File: config.mk
export PLATFORM = sky130hd
export DESIGN_NAME = acc_top
export DESIGN_NICKNAME = d
export VERILOG_FILES = /design/src/acc_pkg.sv /design/src/acc_route.sv /design/src/acc_seq.sv /design/src/acc_top.sv
export VERILOG_INCLUDE_DIRS = /design/src
export SDC_FILE = /design/constraint.sdc
export NUM_CORES = 1
export LEC_CHECK = 0
export BUFFER_PORTS_ARGS = -buffer_cell sky130_fd_sc_hd__buf_4
export CORE_MARGIN = 1
export CORE_UTILIZATION = 40
export DETAILED_ROUTE_END_ITERATION = 6
export PLACE_DENSITY = 0.72
export RECOVER_POWER = 25
export SLEW_MARGIN = 10
export SYNTH_ARGS = -nofsm -noshare
export SYNTH_HDL_FRONTEND = slang
export SYNTH_HIERARCHICAL = 1
export SYNTH_SLANG_ARGS = --single-unit
export TNS_END_PERCENT = 100
File: constraint.sdc
create_clock -name CLK_SYS -period 1.9 [get_ports CLK_SYS]
set_input_delay 0.19 -clock CLK_SYS [delete_from_list [all_inputs] [get_ports CLK_SYS]]
set_output_delay 0.19 -clock CLK_SYS [all_outputs]
set_load 0.01 [all_outputs]
File: src/acc_defs.svh
// register offsets, field positions, reset values and timing counts
`ifndef ACC_DEFS_SVH
`define ACC_DEFS_SVH
`define ACC_OFF_CTRL0_B1 4'h0
`define ACC_OFF_CTRL0_B14 4'h1
`define ACC_OFF_RES0L_B1 4'h2
`define ACC_OFF_RES0H_B1 4'h3
`define ACC_OFF_RES0L_B14 4'h4
`define ACC_OFF_RES0H_B14 4'h5
`define ACC_OFF_COMMON 4'h6
`define ACC_OFF_STATE 4'h7
`define ACC_OFF_PERIPH_IRQ_ENABLE_1 4'h8
`define ACC_OFF_PERIPH_IRQ_FLAG_1 4'h9
`define ACC_OFF_INTCTL 4'hA
`define ACC_OFF_IRQ_STAT 4'hB
`define ACC_OFF_IRQ_MASK 4'hC
`define ACC_BIT_ON 0
`define ACC_BIT_GO 1
`define ACC_SEL_LSB 2
`define ACC_SEL_MSB 6
`define ACC_BIT_IE 6
`define ACC_BIT_PERIPHERAL_IRQ_GATE 6
`define ACC_BIT_DSEN 0
`define ACC_CS_LSB 4
`define ACC_CS_MSB 6
`define ACC_CS_RC 3'h7
`define ACC_RST_CTRL0 8'h00
`define ACC_RST_PERIPH_IRQ_ENABLE_1 8'h00
`define ACC_RST_COMMON 8'h00
`define ACC_IRQ_DONE 0
`define ACC_IRQ_ABORT 1
`define ACC_INSTR_DIV 4
`endif

File: src/acc_pkg.sv
// types shared by the conversion control files
package acc_pkg;
    typedef enum logic [3:0] {
        ACC_IDLE = 4'b0001,
        ACC_WAIT = 4'b0010,
        ACC_CONV = 4'b0100,
        ACC_DONE = 4'b1000
    } acc_state_e;
    typedef logic [4:0] acc_sel_t;
endpackage

File: src/acc_route.sv
// input select decoder for the analog multiplexer
`timescale 1ns/10ps
`include "acc_defs.svh"
module acc_route
    import acc_pkg::*;
(
    input wire logic clk,
    input wire logic rst,
    input wire logic enable,
    input wire acc_sel_t sel,
    output logic [16:0] ext_route,
    output logic vref_route,
    output logic temp_route,
    output logic fvr_route,
    output logic reserved_sel
);
    function automatic logic is_ext(input acc_sel_t s);
        is_ext = (s == 5'h00) || (s == 5'h01) || (s == 5'h02) ||
            ((s >= 5'h0A) && (s <= 5'h10));
    endfunction
    always_ff @(posedge clk) begin
        if (rst) begin
            ext_route <= 17'h00000;
            vref_route <= 1'b0;
            temp_route <= 1'b0;
            fvr_route <= 1'b0;
            reserved_sel <= 1'b0;
        end else begin
            // disabled converter disconnects every input
            ext_route <= (enable && is_ext(sel)) ? (17'h00001 << sel) : 17'h00000;
            vref_route <= enable && (sel == 5'h1B);
            temp_route <= enable && (sel == 5'h1D);
            fvr_route <= enable && (sel == 5'h1F);
            reserved_sel <= !(is_ext(sel) || sel == 5'h1B || sel == 5'h1D || sel == 5'h1F);
        end
    end
endmodule

File: src/acc_seq.sv
// conversion sequencer: start delay, single or double sample, stop
`timescale 1ns/10ps
`include "acc_defs.svh"
module acc_seq
    import acc_pkg::*;
(
    input wire logic clk,
    input wire logic rst,
    input wire logic instr_tick,
    input wire logic enable,
    input wire logic go_set,
    input wire logic go_clear,
    input wire logic rc_clock,
    input wire logic double_sample,
    input wire logic core_done,
    output logic core_start,
    output logic core_stop,
    output logic busy,
    output logic finished,
    output logic aborted,
    output logic second
);
    acc_state_e state_reg;
    always_ff @(posedge clk) begin
        if (rst) begin
            state_reg <= ACC_IDLE;
            core_start <= 1'b0;
            core_stop <= 1'b0;
            finished <= 1'b0;
            aborted <= 1'b0;
            second <= 1'b0;
        end else begin
            core_start <= 1'b0;
            core_stop <= 1'b0;
            finished <= 1'b0;
            aborted <= 1'b0;
            unique case (state_reg)
                ACC_IDLE: begin
                    second <= 1'b0;
                    if (go_set && enable) begin
                        if (rc_clock) begin
                            state_reg <= ACC_WAIT;
                        end else begin
                            state_reg <= ACC_CONV;
                            core_start <= 1'b1;
                        end
                    end
                end
                ACC_WAIT: begin
                    if (!enable || go_clear) begin
                        state_reg <= ACC_IDLE;
                    end else if (instr_tick) begin
                        state_reg <= ACC_CONV;
                        core_start <= 1'b1;
                    end
                end
                ACC_CONV: begin
                    if (!enable || go_clear) begin
                        state_reg <= ACC_IDLE;
                        core_stop <= 1'b1;
                        aborted <= 1'b1;
                    end else if (core_done) begin
                        if (double_sample && !second) begin
                            second <= 1'b1;
                            core_start <= 1'b1;
                        end else begin
                            state_reg <= ACC_DONE;
                        end
                    end
                end
                ACC_DONE: begin
                    state_reg <= ACC_IDLE;
                    finished <= 1'b1;
                end
                default: state_reg <= ACC_IDLE;
            endcase
        end
    end
    assign busy = (state_reg != ACC_IDLE);
endmodule

File: src/acc_top.sv
// conversion control block with Avalon-MM register slave
// Operation
// - bit 7 of control reads zero
// - five-bit select routes inputs 0-2,10-16
// - special codes route reference, temperature, buffer
// - set go with converter on starts conversion
// - RC clock delays start one instruction
// - go flag clears itself at completion
// - clearing go stops, keeps partial, no flag
// - off bit disconnects inputs, go reads zero
// - double sample clears go after second
// - control register seen at two locations
// - interrupt enable bit gates converter interrupt
// - both bank locations are one register
`timescale 1ns/10ps
`include "acc_defs.svh"
module acc_top
    import acc_pkg::*;
#(
    parameter int INSTR_DIV = `ACC_INSTR_DIV
)(
    input wire logic CLK_SYS,
    input wire logic RST,
    input wire logic [3:0] AVS_ADDRESS,
    input wire logic AVS_READ,
    input wire logic AVS_WRITE,
    input wire logic [31:0] AVS_WRITEDATA,
    input wire logic [3:0] AVS_BYTEENABLE,
    output logic [31:0] AVS_READDATA,
    output logic AVS_WAITREQUEST,
    output logic [1:0] AVS_RESPONSE,
    input wire logic CORE_DONE,
    input wire logic [9:0] CORE_RESULT,
    output logic CORE_START,
    output logic CORE_STOP,
    output logic CORE_POWER,
    output logic [16:0] ROUTE_EXT,
    output logic ROUTE_VREF,
    output logic ROUTE_TEMP,
    output logic ROUTE_FVR,
    output logic CONV_IRQ,
    output logic IRQ
);
    logic [4:0] input_select_reg;
    logic converter_on_reg;
    logic convert_go_flag;
    logic [7:0] common_reg;
    logic [7:0] periph_irq_enable_1_reg;
    logic conv_irq_flag_reg;
    logic [7:0] intctl_reg;
    logic [1:0] irq_stat_reg;
    logic [1:0] irq_mask_reg;
    logic [9:0] result_reg;
    logic [7:0] div_reg;
    logic instr_tick;
    logic ack_reg;
    logic [31:0] rdata_next;
    logic hit;
    logic wr_go;
    logic go_set;
    logic go_clear;
    logic busy;
    logic finished;
    logic aborted;
    logic second;
    logic seq_start;
    logic seq_stop;
    logic reserved_sel;
    logic ctrl_sel;
    logic [7:0] ctrl_view;
    // reset image of control register 0
    localparam logic [7:0] CTRL0_RST = `ACC_RST_CTRL0;

    function automatic logic is_ctrl(input logic [3:0] a);
        is_ctrl = (a == `ACC_OFF_CTRL0_B1) || (a == `ACC_OFF_CTRL0_B14);
    endfunction

    // write strobe for one register location
    function automatic logic wr_at(input logic strobe, input logic [3:0] adr,
        input logic [3:0] loc);
        wr_at = strobe && (adr == loc);
    endfunction

    // a write lands at the edge that ends the cycle with waitrequest low
    assign wr_go = AVS_WRITE && ack_reg && AVS_BYTEENABLE[0];
    assign ctrl_sel = wr_go && is_ctrl(AVS_ADDRESS);
    // setting go while busy is ignored, a zero always stops
    assign go_set = ctrl_sel && AVS_WRITEDATA[`ACC_BIT_GO] && !busy;
    assign go_clear = ctrl_sel && !AVS_WRITEDATA[`ACC_BIT_GO];
    // go flag is the sequencer state, forced low when off
    assign convert_go_flag = busy && converter_on_reg;
    assign ctrl_view = {1'b0, input_select_reg, convert_go_flag, converter_on_reg};

    // instruction cycle tick
    always_ff @(posedge CLK_SYS) begin
        if (RST) begin
            div_reg <= 8'h00;
        end else if (div_reg == 8'(INSTR_DIV - 1)) begin
            div_reg <= 8'h00;
        end else begin
            div_reg <= div_reg + 8'h01;
        end
    end
    assign instr_tick = (div_reg == 8'(INSTR_DIV - 1));

    // one wait state per access: waitrequest drops in the cycle after a request is seen
    always_ff @(posedge CLK_SYS) begin
        if (RST) begin
            ack_reg <= 1'b0;
            AVS_WAITREQUEST <= 1'b1;
        end else begin
            ack_reg <= (AVS_READ || AVS_WRITE) && !ack_reg;
            AVS_WAITREQUEST <= !((AVS_READ || AVS_WRITE) && !ack_reg);
        end
    end

    // read data and response stand while waitrequest is low
    always_ff @(posedge CLK_SYS) begin
        if (RST) begin
            AVS_READDATA <= 32'h00000000;
            AVS_RESPONSE <= 2'h0;
        end else begin
            AVS_READDATA <= rdata_next;
            AVS_RESPONSE <= hit ? 2'h0 : 2'h2;
        end
    end

    always_comb begin
        rdata_next = 32'h00000000;
        hit = 1'b1;
        unique case (AVS_ADDRESS)
            `ACC_OFF_CTRL0_B1, `ACC_OFF_CTRL0_B14: rdata_next = {24'h000000, ctrl_view};
            `ACC_OFF_RES0L_B1, `ACC_OFF_RES0L_B14: rdata_next = {24'h000000, result_reg[7:0]};
            `ACC_OFF_RES0H_B1, `ACC_OFF_RES0H_B14: rdata_next = {30'h00000000, result_reg[9:8]};
            `ACC_OFF_COMMON: rdata_next = {24'h000000, common_reg};
            `ACC_OFF_STATE: rdata_next = {29'h00000000, busy, second, reserved_sel};
            `ACC_OFF_PERIPH_IRQ_ENABLE_1: rdata_next = {24'h000000, periph_irq_enable_1_reg};
            `ACC_OFF_PERIPH_IRQ_FLAG_1: rdata_next = {25'h0000000, conv_irq_flag_reg, 6'h00};
            `ACC_OFF_INTCTL: rdata_next = {24'h000000, intctl_reg};
            `ACC_OFF_IRQ_STAT: rdata_next = {30'h00000000, irq_stat_reg};
            `ACC_OFF_IRQ_MASK: rdata_next = {30'h00000000, irq_mask_reg};
            default: hit = 1'b0;
        endcase
    end

    // control register 0, one copy behind both locations
    always_ff @(posedge CLK_SYS) begin
        if (RST) begin
            input_select_reg <= CTRL0_RST[`ACC_SEL_MSB:`ACC_SEL_LSB];
        end else if (ctrl_sel) begin
            input_select_reg <= AVS_WRITEDATA[`ACC_SEL_MSB:`ACC_SEL_LSB];
        end
    end

    always_ff @(posedge CLK_SYS) begin
        if (RST) begin
            converter_on_reg <= CTRL0_RST[`ACC_BIT_ON];
        end else if (ctrl_sel) begin
            converter_on_reg <= AVS_WRITEDATA[`ACC_BIT_ON];
        end
    end

    always_ff @(posedge CLK_SYS) begin
        if (RST) begin
            common_reg <= `ACC_RST_COMMON;
        end else if (wr_at(wr_go, AVS_ADDRESS, `ACC_OFF_COMMON)) begin
            common_reg <= AVS_WRITEDATA[7:0];
        end
    end

    // bit 2 of the enable register is not implemented and reads zero
    always_ff @(posedge CLK_SYS) begin
        if (RST) begin
            periph_irq_enable_1_reg <= `ACC_RST_PERIPH_IRQ_ENABLE_1;
        end else if (wr_at(wr_go, AVS_ADDRESS, `ACC_OFF_PERIPH_IRQ_ENABLE_1)) begin
            periph_irq_enable_1_reg <= AVS_WRITEDATA[7:0] & 8'hFB;
        end
    end

    always_ff @(posedge CLK_SYS) begin
        if (RST) begin
            intctl_reg <= 8'h00;
        end else if (wr_at(wr_go, AVS_ADDRESS, `ACC_OFF_INTCTL)) begin
            intctl_reg <= AVS_WRITEDATA[7:0];
        end
    end

    always_ff @(posedge CLK_SYS) begin
        if (RST) begin
            irq_mask_reg <= 2'h0;
        end else if (wr_at(wr_go, AVS_ADDRESS, `ACC_OFF_IRQ_MASK)) begin
            irq_mask_reg <= AVS_WRITEDATA[1:0];
        end
    end

    // converter interrupt flag: hardware set wins over software write
    always_ff @(posedge CLK_SYS) begin
        if (RST) begin
            conv_irq_flag_reg <= 1'b0;
        end else if (finished) begin
            conv_irq_flag_reg <= 1'b1;
        end else if (wr_go && AVS_ADDRESS == `ACC_OFF_PERIPH_IRQ_FLAG_1) begin
            conv_irq_flag_reg <= AVS_WRITEDATA[`ACC_BIT_IE];
        end
    end

    // sticky event status, write one to clear, set wins
    always_ff @(posedge CLK_SYS) begin
        if (RST) begin
            irq_stat_reg <= 2'h0;
        end else begin
            for (int i = 0; i < 2; i++) begin
                if ((i == `ACC_IRQ_DONE && finished) || (i == `ACC_IRQ_ABORT && aborted)) begin
                    irq_stat_reg[i] <= 1'b1;
                end else if (wr_go && AVS_ADDRESS == `ACC_OFF_IRQ_STAT && AVS_WRITEDATA[i]) begin
                    irq_stat_reg[i] <= 1'b0;
                end
            end
        end
    end

    // result capture, partial on stop as well
    always_ff @(posedge CLK_SYS) begin
        if (RST) begin
            result_reg <= 10'h000;
        end else if ((busy && CORE_DONE) || aborted) begin
            result_reg <= CORE_RESULT;
        end
    end

    // delivery needs the gate software sets in interrupt control
    always_ff @(posedge CLK_SYS) begin
        if (RST) begin
            CONV_IRQ <= 1'b0;
        end else begin
            CONV_IRQ <= conv_irq_flag_reg && periph_irq_enable_1_reg[`ACC_BIT_IE] &&
                intctl_reg[`ACC_BIT_PERIPHERAL_IRQ_GATE];
        end
    end

    // one level line for all unmasked events
    always_ff @(posedge CLK_SYS) begin
        if (RST) begin
            IRQ <= 1'b0;
        end else begin
            IRQ <= |(irq_stat_reg & irq_mask_reg);
        end
    end

    // converter power follows the on bit
    always_ff @(posedge CLK_SYS) begin
        if (RST) begin
            CORE_POWER <= 1'b0;
        end else begin
            CORE_POWER <= converter_on_reg;
        end
    end

    // a start is dropped in the cycle the converter is switched off
    always_ff @(posedge CLK_SYS) begin
        if (RST) begin
            CORE_START <= 1'b0;
            CORE_STOP <= 1'b0;
        end else begin
            CORE_START <= seq_start && converter_on_reg;
            CORE_STOP <= seq_stop;
        end
    end

    // start, stop and completion sequencing
    acc_seq u_seq (
        .clk(CLK_SYS),
        .rst(RST),
        .instr_tick(instr_tick),
        .enable(converter_on_reg),
        .go_set(go_set && converter_on_reg),
        .go_clear(go_clear),
        .rc_clock(common_reg[`ACC_CS_MSB:`ACC_CS_LSB] == `ACC_CS_RC),
        .double_sample(common_reg[`ACC_BIT_DSEN]),
        .core_done(CORE_DONE),
        .core_start(seq_start),
        .core_stop(seq_stop),
        .busy(busy),
        .finished(finished),
        .aborted(aborted),
        .second(second)
    );

    // input routing follows the select field
    acc_route u_route (
        .clk(CLK_SYS),
        .rst(RST),
        .enable(converter_on_reg),
        .sel(input_select_reg),
        .ext_route(ROUTE_EXT),
        .vref_route(ROUTE_VREF),
        .temp_route(ROUTE_TEMP),
        .fvr_route(ROUTE_FVR),
        .reserved_sel(reserved_sel)
    );
endmodule

# Word-level counts from Yosys, hierarchy flattened
# Index checks and enable logic that the tools add are counted.
[classes]
n_addsub = 1
mul = 0
div = 0
order_cmp = 2
n_eq_ne = 31
n_shift = 1
n_mux = 31
n_bitwise = 3
n_reduce_logical = 61
[ops]
columns = ["op", "n"]
rows = [
  ["$pmux W8 S10", 1],
  ["$logic_and A1 B1 Y1", 28],
  ["$eq A4 B4 Y1 const B", 6],
  ["$mux W4", 6],
  ["$eq A4 B3 Y1 const B", 5],
  ["$mux W1", 19],
  ["$shl A1 B5 Y17 const A", 1],
  ["$eq A5 B5 Y1 const B", 3],
  ["$reduce_or A2 Y1", 7],
  ["$reduce_or A13 Y1", 1],
  ["$eq A4 B2 Y1 const B", 3],
  ["$pmux W4 S3", 1],
  ["$logic_or A1 B1 Y1", 10],
  ["$ne A3 B2 Y1 const B", 3],
  ["$add A8 B1 Y8 const B", 1],
  ["$eq A4 B1 Y1 const B", 2],
  ["$eq A8 B2 Y1 const B", 1],
  ["$reduce_and A4 Y1", 2],
  ["$reduce_bool A2 Y1", 4],
  ["$logic_not A1 Y1", 7],
  ["$eq A5 B1 Y1 const B", 1],
  ["$eq A5 B2 Y1 const B", 1],
  ["$ge A5 B4 Y1 const B", 1],
  ["$le A5 B5 Y1 const B", 1],
  ["12 further kinds", 15],
]
[totals]
register_bits = 122
latchBits = 0
mem_bits_rw = 0
rom_bits = 0
output_inout_bits = 60
elab_cells = 160
n_memories = 0

# Logic depth before layout (Yosys ltp)
[logic_depth]
word_depth = 9
ltp_mapped = 8
depth_no_buf = 6

# By module
# The synthesis kept the hierarchy.
[by_module_without_submodules]
columns = ["module", "instances", "cells_per_inst", "area_each_um2", "seq_area_each_um2"]
rows = [
  ["acc_top", 1, 346, 3064.2, 1361.3],
  ["acc_route", 1, 55, 618.1, 420.4],
  ["acc_seq", 1, 50, 464.2, 160.2],
]

# Least setup slack after synthesis
# Ideal clock, no wire load.
[synth_timing]
kind = "flip-flop to flip-flop"
from = "register u_seq.state_reg[2]"
to = "register u_seq.state_reg[2]"
setup_time_ps = 70
arrival_time_ps = 1714
slack_ps = 116
path_stages_with_launch = 8
n_path_buf = 1
synth_period_minus_slack_ps = 1784
cell_sequence = "dfxtp_1 > buf_4 > nor4b_4 > inv_1 > nor3_1 > nand2_1 > a221o_1 > a21oi_1"
[synth_via]
elab_chain_len = 7
elab_cells_between_ends = 14
[synth_lines]
columns = ["item", "line", "text"]
rows = [
  ["from (decl)", "acc_seq.sv:23", "acc_state_e state_reg;"],
  ["from (signal assigned)", "acc_seq.sv:26", "state_reg <= ACC_IDLE;"],
  ["from (signal assigned)", "acc_seq.sv:42", "state_reg <= ACC_WAIT;"],
  ["from (signal assigned)", "acc_seq.sv:44", "state_reg <= ACC_CONV;"],
  ["$ne A4 B1 Y1", "acc_seq.sv:79", "assign busy = (state_reg != ACC_IDLE);"],
  ["via busy", "acc_top.sv:62", "logic busy;"],
  ["$logic_not A1 Y1", "acc_top.sv:88", "assign go_set = ctrl_sel && AVS_WRITEDATA[`ACC_BIT_GO] && !busy;"],
  ["$logic_and A1 B1 Y1", "acc_top.sv:88", ""],
  ["$logic_and A1 B1 Y1", "acc_top.sv:276", ".go_set(go_set && converter_on_reg),"],
  ["$logic_and A1 B1 Y1", "acc_seq.sv:40", "if (go_set && enable) begin"],
  ["$ne A2 B1 Y1 (no line)", "n/a", ""],
  ["$reduce_and A4 Y1 (no line)", "n/a", ""],
]
# The timed path passes the listed nets, and every way through them passes these cells.
# A chain may end at the register's enable or synchronous reset.

# Worst setup path in the final report
[layout_timing]
from = "register div_reg[0]"
to = "register u_seq.state_reg[2]"
[layout_via]
elab_chain_len = 3
[layout_lines]
columns = ["item", "line", "text"]
rows = [
  ["from (decl)", "acc_top.sv:54", "logic [7:0] div_reg;"],
  ["from (signal assigned)", "acc_top.sv:101", "div_reg <= div_reg + 8'h01;"],
  ["$eq A8 B2 Y1", "acc_top.sv:104", "assign instr_tick = (div_reg == 8'(INSTR_DIV - 1));"],
  ["via instr_tick", "acc_top.sv:55", "logic instr_tick;"],
  ["$ne A3 B2 Y1 (no line)", "n/a", ""],
  ["$reduce_and A4 Y1 (no line)", "n/a", ""],
  ["to (signal assigned)", "acc_seq.sv:67", "state_reg <= ACC_DONE;"],
  ["to (signal assigned)", "acc_seq.sv:72", "state_reg <= ACC_IDLE;"],
  ["to (signal assigned)", "acc_seq.sv:75", "default: state_reg <= ACC_IDLE;"],
]
# The timed path passes the listed nets, and every way through them passes these cells.

==> metrics.csv <==
metric,value,unit
status,finished clean,
clock sinks,97,
Power per Cell Area,769,nW/um^2
GRT Overall Usage,16.6,%
Die Y,104,um
startpoint types,flop,
Synth Cell Area,4150,um^2
layout cells sized above 1,22.3,%
clock group share of total power,39.2,%
post-synth top area share,46.8,%
H-tree Lvls,3,
Worst-Skew Late Latency,0.36,ns
final worst slack,0.0348,ns
Layout fillers,939,
initial antenna violation count,0,
mux contribution to synthesized area,8.36,%
CP Data Required Time,2.19,ns
slowest cell on the critical path,or4b_4,
max cap viols,0,
CP Capture Type,flop,
Worst Tran Pin Value,1.05,ns
Syn Inst Count,451,
pin count of the biggest net entering global routing,47,
Min Hold Slack,0.0618,ns
drt drc,0,
Worst EP arrival,2.16,ns
DR vias/cell,5.10,
dpl ws,0.0341,ns
Max VDD drop,411,uV
area of the multi-input gates,1990,um^2
Die W,104,um
Combinational Power Share,6.3,%
n_diodes,0,
Synth Area in Simple Gates,23.9,%
Initial DRT Pass Iterations,4,
most common cell in the netlist,dfxtp_1,
Most used DFF post-synth,dfxtp_1,
Async SR Flop Fraction,0,%
fin nets,575,
clock buffer depth,2,
WL/cell,13.7,um
GRT overflow,0,
crit path cell chain,ha_1 -> or4b_4 -> nor4_4 -> nor3b_2 -> a221o_1 -> a21oi_1,
gpl congestion,0.785,
"FF+latch count, synth",97,
hold buffer count at cts,0,
Post-synth top cells,"dfxtp_1, nor2_1, nand2_1, a21oi_1, mux2i_1",
"non-filler cells, final",657,
# IOs,115,
clk root buf,clkbuf_8,
max reg flops,17,
"area leader, netlist",dfxtp_1,
die area,10800,um^2
largest family of logic cells by synthesized area,simple AND/OR/NAND/NOR gates,
P&R area growth vs syn,19.1,%
crit path from,div_reg[0],
Area contributors post-synth,"dfxtp_1, mux2i_1, buf_4, nor2_1, nand2_1",
Hold Path Class,input port to flop,
total CTS buffers,9,
Max Slew Vio Count,0,
Syn Area/Cell,9.19,um^2
Seq pwr share,54.5,%
r2r startpoint,div_reg[0],
sw frac,22.8,%
Tmin final,1.87,ns
Inst Count DP,639,
Detail Placement HPWL,6340,um
Hold Fails Final Rpt,0,
worst setup path category,flop to flop,
clock-pin slew on the worst setup and hold paths,0.09,ns
total number of vias,3351,
register area,1940,um^2
clock skew,0.0164,ns
Crit Path Max Fanout,3,
"Distinct cells, synth",57,
number of synthesized flops with an enable pin,0,
CTS tree,yes,
RSZ-0062 raised after global routing,yes,
first-pass GRT wire length,14500,um
crit-path max cell delay,0.48,ns
Synth Area in Adders,0.302,%
number of global-route vias before repair,3097,
Compound-Gate Fraction of Synth Area,10.1,%
Starting Density,41.8,%
Final Cycle Share,98.2,%
leakage,0.00207,uW
WL final,8980,um
Slew Limit Headroom,30.2,%
Routed Antenna Nets,0,
P_sw,867,uW
Pint,2930,uW
register area share after synthesis,46.8,%
utilization after layout,49.8,%
synth warn,6,
Post-Synth XOR/XNOR Area,1.69,%
min-delay src,AVS_READ,
Iter 0 DRT Violations,165,
CORE AREA,9910,um^2
row count,36,
number of setup violations in the final report,0,
port buffer count,62,
f_max,0.536,GHz
-- layer usage --
layer / track usage [%] / wire length (um) / vias up
met2: 28.4 / 4570 / 100
met1: 20.0 / 3810 / 1596
met5: 0 / 0 / -
met4: 7.86 / 191 / 0
met3: 3.08 / 403 / 16
li1: - / - / 1639
-- critical path: cells and delay by family, from the launching register on --
| kind | cells | cell delay (ns) |
|---|---|---|
| AOI/OAI and AO/OA | 2 | 0.43 |
| adders and majority gates | 1 | 0.16 |
| DFF | 1 | 0.35 |
| and+or+nand+nor | 3 | 0.86 |
-- what timing repair did --
item | CTS | global route
endpoints found under the setup margin | 0 | 9
gates resized for setup | 0 | 8
buffers inserted | 0 | 2
-- cell type report --
class	instances	area share [%]
Clock buffer	10	2.79
Clock inverter	6	1.80
Inverter	10	0.760
Multi-Input combinational cell	324	40.3
Sequential cell	97	39.4
Tap cell	133	3.37
Timing Repair Buffer	77	11.6
-- power by group through the flow --
stage,Sequential (uW),Combinational (uW),Clock [uW]
after floorplan,2120,166,0
after global placement,2110,226,0
after detailed placement,2110,229,0
after CTS,2070,230,1510
after global routing,2070,262,1610
final,2070,240,1490
-- kinds of logic (layout without fill, tap and decap cells) --
family,count (synthesis),count (layout)
XOR/XNOR,8,8
buffers and inverters,60,103
other,2,32
flip-flops,97,97
multiplexers,34,34
AO/OA/AOI/OAI,65,65
AND/OR/NAND/NOR,184,184
adder cells (fa/ha/maj),1,1
-- through the flow --
step	setup TNS [ns]	cell area, um^2	power, uW
after floorplan	0	4260	2280
after global placement	0	4670	2340
after detailed placement	0	4670	2340
after CTS	0	4890	3810
after global routing	-0.0934	4940	3940
final	0	4940	3800
-- path summary, 6_finish.rpt --
path,to,slack [ns],cells after the start
min,ack_reg,0.06,2
max reg2reg,u_seq/state_reg[2],0.03,6
min reg2reg,CORE_START,0.43,1
max,u_seq/state_reg[2],0.03,6
-- layout by cell type, fill, tap and decap left out, types with 3 or more instances in the layout --
cell	n
dfxtp_1	95
buf_4	76
nor2_1	54
nand2_1	43
conb_1	32
a21oi_1	29
mux2i_1	29
nand3_1	17
inv_1	10
clkbuf_8	10
nor2b_1	9
nand3b_1	7
a22oi_1	7
nand2b_1	6
and3_1	5
mux2_2	5
nand4_1	4
xor2_1	4
xnor2_1	4
nor3_1	4
o211ai_1	4
or2_2	4
a31oi_1	4
o21ai_0	4
and4_1	3
a32oi_1	3
or3b_1	3
nor4_1	3
No activity file was read; power rests on OpenSTA's default activity.
